**src/core/vrlc_pkg.sv**
```systemverilog
// Functional notes
// - A one in the enable field (bit 7) powers the ladder up, a zero powers it down.
// - A one in the pin output field (bit 6) routes the reference to its pin, a zero cuts it off.
// - A one in the range field (bit 5) gives the low range: level code times span over 24.
// - A zero in the range field gives the high range: span over 4 plus level code times span over 32.
// - The source field (bit 4) picks the external reference pins when one, the supply rails when zero.
// - The tap level is the 4-bit code in bits 3 to 0, from 0 to 15.
// - While the pin output field is set, the shared pin's direction bit is ignored.
// - Any reset clears the control register: off, disconnected, high range, level zero.
// - Waking from sleep leaves the control register unchanged.
// - The reference works whatever the comparator configuration is.
package vrlc_pkg;

    // ****************************************
    // register map
    // ****************************************
    localparam logic [7:0] VRLC_CTRL_OFFSET = 8'h00;
    localparam logic [7:0] VRLC_CTRL_RESET = 8'h00;
    localparam int VRLC_EN_BIT = 7;
    localparam int VRLC_OE_BIT = 6;
    localparam int VRLC_RANGE_BIT = 5;
    localparam int VRLC_SRC_BIT = 4;
    localparam int VRLC_LEVEL_MSB = 3;
    localparam int VRLC_TAP_W = 5;
    // high range ladder tap base; high range starts a quarter up the 32-step ladder
    localparam logic [4:0] VRLC_HIGH_BASE = 5'h08;
    localparam logic [1:0] VRLC_RESP_OKAY = 2'h0;
    localparam logic [1:0] VRLC_RESP_SLVERR = 2'h2;

    typedef struct packed {
        logic power_on;
        logic pin_route;
        logic low_range;
        logic src_external;
        logic [3:0] level;
    } vrlc_ctrl_t;

    typedef struct packed {
        logic ladder_power;
        logic pin_connect;
        logic pin_dir_override;
        logic src_external;
        logic low_range;
        logic [3:0] level;
        logic [VRLC_TAP_W-1:0] tap;
    } vrlc_drive_t;

endpackage : vrlc_pkg

```
**src/core/vrlc_tap.sv**
```systemverilog
`timescale 1ns/100ps
module vrlc_tap
    import vrlc_pkg::*;
(
    input wire logic sys_clk,
    input wire logic sys_rst,
    input wire vrlc_ctrl_t ctrl,
    output vrlc_drive_t drive
);

    // ****************************************
    // registered ladder controls
    // ****************************************
    function automatic logic [VRLC_TAP_W-1:0] tap_of(input vrlc_ctrl_t c);
        // low range steps of span/24 from zero; high range steps of span/32 from span/4
        if (c.low_range) begin
            tap_of = {1'b0, c.level};
        end else begin
            tap_of = VRLC_HIGH_BASE + {1'b0, c.level};
        end
    endfunction : tap_of

    always_ff @(posedge sys_clk) begin
        if (sys_rst) begin
            // cleared register means high range at level zero, so the tap sits at the high base
            drive <= '0;
            drive.tap <= VRLC_HIGH_BASE;
        end else begin
            drive.ladder_power <= ctrl.power_on;
            drive.pin_connect <= ctrl.pin_route;
            drive.pin_dir_override <= ctrl.pin_route;
            drive.src_external <= ctrl.src_external;
            drive.low_range <= ctrl.low_range;
            drive.level <= ctrl.level;
            drive.tap <= tap_of(ctrl);
        end
    end

endmodule : vrlc_tap

```
**src/core/vrlc_top.sv**
```systemverilog
// Added by the designer: the AXI4-Lite register port and the placing of the registers.
`timescale 1ns/100ps
module vrlc_top
    import vrlc_pkg::*;
(
    input wire logic sys_clk,
    input wire logic sys_rst,
    input wire logic [7:0] s_axi_awaddr,
    input wire logic s_axi_awvalid,
    output logic s_axi_awready,
    input wire logic [31:0] s_axi_wdata,
    input wire logic [3:0] s_axi_wstrb,
    input wire logic s_axi_wvalid,
    output logic s_axi_wready,
    output logic [1:0] s_axi_bresp,
    output logic s_axi_bvalid,
    input wire logic s_axi_bready,
    input wire logic [7:0] s_axi_araddr,
    input wire logic s_axi_arvalid,
    output logic s_axi_arready,
    output logic [31:0] s_axi_rdata,
    output logic [1:0] s_axi_rresp,
    output logic s_axi_rvalid,
    input wire logic s_axi_rready,
    output vrlc_drive_t ladder
);

    // ****************************************
    // control register
    // ****************************************
    vrlc_ctrl_t ctrl;
    logic [7:0] aw_addr;
    logic [7:0] w_data;
    logic w_lane0;
    logic aw_held;
    logic w_held;
    logic do_write;

    function automatic logic hit(input logic [7:0] a);
        hit = (a[7:2] == VRLC_CTRL_OFFSET[7:2]);
    endfunction : hit

    assign do_write = aw_held && w_held && !s_axi_bvalid;

    // write address and data taken in either order, one write in flight
    always_ff @(posedge sys_clk) begin
        if (sys_rst) begin
            aw_held <= 1'b0;
            aw_addr <= 8'h00;
        end else if (s_axi_awvalid && s_axi_awready) begin
            aw_held <= 1'b1;
            aw_addr <= s_axi_awaddr;
        end else if (do_write) begin
            aw_held <= 1'b0;
        end
    end

    always_ff @(posedge sys_clk) begin
        if (sys_rst) begin
            w_held <= 1'b0;
            w_data <= 8'h00;
            w_lane0 <= 1'b0;
        end else if (s_axi_wvalid && s_axi_wready) begin
            w_held <= 1'b1;
            w_data <= s_axi_wdata[7:0];
            w_lane0 <= s_axi_wstrb[0];
        end else if (do_write) begin
            w_held <= 1'b0;
        end
    end

    always_ff @(posedge sys_clk) begin
        if (sys_rst) begin
            s_axi_awready <= 1'b0;
            s_axi_wready <= 1'b0;
        end else begin
            s_axi_awready <= !aw_held && !(s_axi_awvalid && s_axi_awready) && !s_axi_bvalid;
            s_axi_wready <= !w_held && !(s_axi_wvalid && s_axi_wready) && !s_axi_bvalid;
        end
    end

    // sleep and wake have no port here: only reset or a bus write changes the register
    always_ff @(posedge sys_clk) begin
        if (sys_rst) begin
            ctrl <= vrlc_ctrl_t'(VRLC_CTRL_RESET);
        end else if (do_write && hit(aw_addr) && w_lane0) begin
            ctrl <= vrlc_ctrl_t'(w_data);
        end
    end

    always_ff @(posedge sys_clk) begin
        if (sys_rst) begin
            s_axi_bvalid <= 1'b0;
            s_axi_bresp <= VRLC_RESP_OKAY;
        end else if (do_write) begin
            s_axi_bvalid <= 1'b1;
            s_axi_bresp <= hit(aw_addr) ? VRLC_RESP_OKAY : VRLC_RESP_SLVERR;
        end else if (s_axi_bready) begin
            s_axi_bvalid <= 1'b0;
        end
    end

    // ****************************************
    // read channel
    // ****************************************
    always_ff @(posedge sys_clk) begin
        if (sys_rst) begin
            s_axi_arready <= 1'b0;
        end else begin
            s_axi_arready <= !s_axi_rvalid && !(s_axi_arvalid && s_axi_arready);
        end
    end

    always_ff @(posedge sys_clk) begin
        if (sys_rst) begin
            s_axi_rvalid <= 1'b0;
            s_axi_rdata <= 32'h0000_0000;
            s_axi_rresp <= VRLC_RESP_OKAY;
        end else if (s_axi_arvalid && s_axi_arready) begin
            s_axi_rvalid <= 1'b1;
            s_axi_rdata <= hit(s_axi_araddr) ? {24'h00_0000, ctrl} : 32'h0000_0000;
            s_axi_rresp <= hit(s_axi_araddr) ? VRLC_RESP_OKAY : VRLC_RESP_SLVERR;
        end else if (s_axi_rready) begin
            s_axi_rvalid <= 1'b0;
        end
    end

    // ****************************************
    // ladder drive
    // ****************************************
    // no comparator gating
    vrlc_tap u_tap (
        .sys_clk(sys_clk),
        .sys_rst(sys_rst),
        .ctrl(ctrl),
        .drive(ladder)
    );
endmodule : vrlc_top

```
**config.mk**
```make
export PLATFORM = sky130hd
export DESIGN_NAME = vrlc_top
export DESIGN_NICKNAME = d
export VERILOG_FILES = /design/src/core/vrlc_pkg.sv /design/src/core/vrlc_tap.sv /design/src/core/vrlc_top.sv
export SDC_FILE = /design/constraint.sdc
export NUM_CORES = 1
export LEC_CHECK = 0
export ABC_AREA = 1
export BUFFER_PORTS_ARGS = -buffer_cell sky130_fd_sc_hd__buf_2
export CELL_PAD_IN_SITES_DETAIL_PLACEMENT = 2
export CELL_PAD_IN_SITES_GLOBAL_PLACEMENT = 2
export CORE_MARGIN = 2
export CORE_UTILIZATION = 25
export CTS_BUF_LIST = sky130_fd_sc_hd__clkbuf_2 sky130_fd_sc_hd__clkbuf_4 sky130_fd_sc_hd__clkbuf_8
export DETAILED_ROUTE_END_ITERATION = 12
export PLACE_DENSITY_LB_ADDON = 0.1
export SLEW_MARGIN = 20
export SYNTH_ARGS = -nofsm -noshare
export SYNTH_HDL_FRONTEND = slang
export SYNTH_SLANG_ARGS = --single-unit
```
**constraint.sdc**
```tcl
create_clock -name sys_clk -period 2.09 [get_ports sys_clk]
set_clock_uncertainty 0.1 [all_clocks]
set_input_delay 0.418 -clock sys_clk [delete_from_list [all_inputs] [get_ports sys_clk]]
set_output_delay 0.418 -clock sys_clk [all_outputs]
set_load 0.02 [all_outputs]
```
[After elaboration in Yosys (flattened, before gate mapping)]
Index checks and enable logic that the tools add are counted.
Storage, ports and cells
  latch bits: 0
  output and inout bits: 55
  logic and storage cells: 63
  RAM bits: 0
  memory bits (read-only): 0
  memories kept: 0
  register bits after elaboration: 81
  bits of input ports: 59
Operators by class
  bitwise operators: 0
  add/subtract/negate cells: 1
  equality and inequality tests: 0
  order comparisons: 0
  divide/modulo/power cells: 0
  multipliers: 0
  mux-type cells: 11
  reduce and logical (&&, ||, !) cells: 26
  shifts and indexed selects: 0
Operators with widths (count)
  1-bit logical AND: 12
  6-bit zero test: 2
  8-bit two-way mux: 1
  2-bit nonzero test: 4
  1-bit zero test: 7
  1-bit two-way mux: 7
  4-bit by 4-bit adder with 5-bit output, first input constant: 1
  2-bit two-way mux: 2
  4-bit two-way mux: 1
  2-bit OR reduction: 1

[Logic depth before layout (Yosys ltp)]
  depth in word-level cells: 4
  mapped depth: 7
  depth with buffers taken out: 7

[Hierarchy]
A second synthesis with hierarchy kept.
Second synthesis, totals
  cell total of the unflattened synthesis: 267
  area total of the unflattened synthesis: 2079.5 µm²
Modules (own cells, without submodules)
  vrlc_top: sequential area each 800.8 µm², times used 1, area each 1737.9 µm², cells each 231
  vrlc_tap: sequential area each 200.2 µm², times used 1, area each 341.6 µm², cells each 36

[Worst setup path after synthesis]
Ideal clock, no wire load.
  path type: register -> register
  start: reg s_axi_bvalid
  end: reg, netlist name ctrl[0]
  required time: 1880 ps
  cell stages (with the launch flop): 8
  period minus slack after synthesis: 1245 ps
  buffers on the path: 1
  path slack: 845 ps
  setup time: 110 ps
  arrival time: 1035 ps
  cells stage by stage: dfxtp_1 -> inv_1 -> nand3_1 -> inv_2 -> buf_2 -> nand4_1 -> nand2_1 -> nor2_1
On the way
  word-level cells in the longest chain between the ends: 4
RTL lines
  start: declaration: line vrlc_top.sv:16  | output logic s_axi_bvalid,
  start signal: assignment: line vrlc_top.sv:93  | s_axi_bvalid <= 1'b0;
  start signal: assignment: line vrlc_top.sv:96  | s_axi_bvalid <= 1'b1;
  start signal: assignment: line vrlc_top.sv:99  | s_axi_bvalid <= 1'b0;
  1-bit zero test: line vrlc_top.sv:43  | assign do_write = aw_held && w_held && !s_axi_bvalid;
  1-bit logical AND: line vrlc_top.sv:43
  1-bit logical AND (2 in a row): line vrlc_top.sv:86  | end else if (do_write && hit(aw_addr) && w_lane0) begin
No other way between the ends.
A chain may end at the register's enable or synchronous reset.

[Worst setup path in the final report]
  start: reg s_axi_bvalid
  end: reg, netlist name ctrl[7]
On the way
  word-level cells in the longest chain between the ends: 4
RTL lines (line)
  1-bit zero test: vrlc_top.sv:43
  1-bit logical AND: vrlc_top.sv:43
  1-bit logical AND (2 in a row): vrlc_top.sv:86
No other way between the ends.

==> flow_metrics.tcl <==
set metrics [dict create \
    p_per_area_nw_per_um2 804 \
    path_cells "inv_1 -> nand3_1 -> inv_2 -> nand3_4 -> nand2_1 -> inv_1 -> nor2_1" \
    critPathRequiredTime_ns 2.24 \
    dpl_cell_area_um2 2310 \
    leakagePower_nw 1.20 \
    postSynthAreaPerCell_um2 8.02 \
    path_clk_slew_ns 0.09 \
    wl_mm 5.05 \
    antenna_cells 0 \
    boundaryPins 114 \
    clk_path_buf_depth 2 \
    cts.sinks 50 \
    dp_cells 403 \
    yosysSeqAreaShare_pct 49.1 \
    synthCells 254 \
    slowest_stage "dfxtp_1" \
    start_util_pct 26.1 \
    fmax_mhz 726 \
    tns_ns 0 \
    layout.nets 367 \
    core_um2 7810 \
    grt_usage_pct 11.9 \
    antenna_found_initial 0 \
    area_delta_synth_final_pct 18.8 \
    arrival_ns 1.52 \
    fin_area_um2 2420 \
    maxSlewHeadroom_pct 56.5 \
    crit_top_cell "inv_1" \
    drv_slew 0 \
    status "complete, no violations" \
    layout_commonest_cell "buf_2" \
    io_buffers 56 \
    rsz0062_at_grt "false" \
    clk_latency_ns 0.31 \
    place.detailed.hpwl_mm 3.73 \
    drc 0 \
    stdcell_count 411 \
    cts_tree "built" \
    cts_resized 0 \
    synth.distinct_cells 22 \
    final_cell_mix "buf_2 (56), dfxtp_1 (50), nor2_1 (36), nand2_1 (32), inv_1 (30)" \
    globalRouteOverflowTotal 0 \
    power_w 0.00195 \
    grt_pass1_vias 1734 \
    finalHoldViolations 0 \
    fp.dieW_um 94.3 \
    grt_max_degree 33 \
    drv_cap 0 \
    fin_crit_sh_pct 65.9 \
    hold_class "primary input to flop" \
    drtAntennaViolNets 0 \
    numCtsBuffers 5 \
    cts_setup_buffers 0 \
    drtPass1Iterations 4 \
    rows 32 \
    wire_per_inst_um 12.3 \
    hold_buffers 0 \
    critical_path.max_fanout 12 \
    tightest_slew_ns 0.651 \
    avgViaCountPerCell 4.16 \
    ys_ff_latch 50 \
    critPathKind "flop to flop" \
    irDropWorstVdd_mv 0.276 \
    cts-htree-levels 2 \
    drive_gt1_share_pct 24.6 \
    vias 1708 \
    die_height_um 94.3 \
    synth_warnings 0 \
    place.gp.congestion 0.662 \
    end_kind "flop" \
    worst_slack_ns 0.712 \
    grt_pass1_wl_mm 8.22 \
    critPathMaxStageDelay_ns 0.33 \
    start_kind "flop" \
    dpl_worst_slack_ns 0.495 \
    die_area_um2 8890 \
    cts_root_buf "clkbuf_8" \
    fin_crit_ns 1.38 \
    finalSetupViolations 0 \
    syn_area_um2 2040 \
    drt-initial-drc-count 20 \
]
## metrics by stage
stage	util, %	hold WS, ns
6_report	31.0	0.257
3_5_place_dp	29.5	0.330
4_1_cts	31.0	0.249
5_1_grt	31.0	0.266
3_3_place_gp	29.5	0.329
2_1_floorplan	-	0.310
## metal layers
| layer | up-vias | track usage (%) | wire [µm] |
|---|---|---|---|
| li1 | 845 | - | - |
| met1 | 809 | 13.9 | 2150 |
| met2 | 49 | 22.0 | 2590 |
| met3 | 5 | 1.93 | 235 |
| met4 | 0 | 3.99 | 70 |
| met5 | - | 0 | 0 |
## report_power, final
part | leakage [nW] | switching (W) | internal (W)
Clock | 0.0593 | 0.000321 | 0.000385
Combinational | 0.738 | 0.000163 | 0.0000696
Sequential | 0.407 | 0.0000201 | 0.000987
Total | 1.20 | 0.000504 | 0.00144
## sequential cells by signal, summed over array words and instances, names as in the netlist, 6 cells and up
signal	cells
w_data	8
u_tap.drive	10
aw_addr	6
s_axi_rdata	8
ctrl	8
## synthesized netlist by cell type (all sizes together)
library cell	number	area share (%)
buf	37	13
nor3	4	1.2
a21oi	14	3.4
nand4	8	2.5
nand3	18	5.0
clkbuf	1	0.18
o21ai	17	4.2
nor2	37	7.6
dfxtp	50	49
nand2	33	6.4
or2	1	0.43
conb	1	0.18
nor4	1	1.0
inv	32	5.9
## final cells by class
class                      instances  area (µm²)
clock inverter                     1        30.0
tap                              102         128
multi-input combinational        159         747
sequential                        50        1000
clock buffer                       7        83.8
inverter                          32         120
timing repair buffer              60         310
fill                             944        5390
## worst max-delay path: cells and delay by family, from the launching register on
family / cells / cell delay (ns)
AND/OR/NAND/NOR: 4 / 0.50
flip-flops: 1 / 0.33
buffers and inverters: 3 / 0.39
## final timing paths
path / from / end / slack [ns] / cells after the start
hold reg to reg: ctrl[5] / u_tap.drive[4] / 0.34 / 1
setup reg to reg: s_axi_bvalid / ctrl[7] / 0.71 / 7
hold / removal: s_axi_rready / s_axi_rvalid / 0.26 / 4
setup / recovery: s_axi_bvalid / ctrl[7] / 0.71 / 7
## cells by family (layout without fill, tap and decap cells)
group | Yosys count | after routing | synth area share (%)
flops | 50 | 50 | 49.1
simple gates | 102 | 102 | 24.3
buf+inv | 70 | 100 | 18.8
other cells | 1 | 26 | 0.184
compound gates | 31 | 31 | 7.62
(Power assumes the default switching activity.)
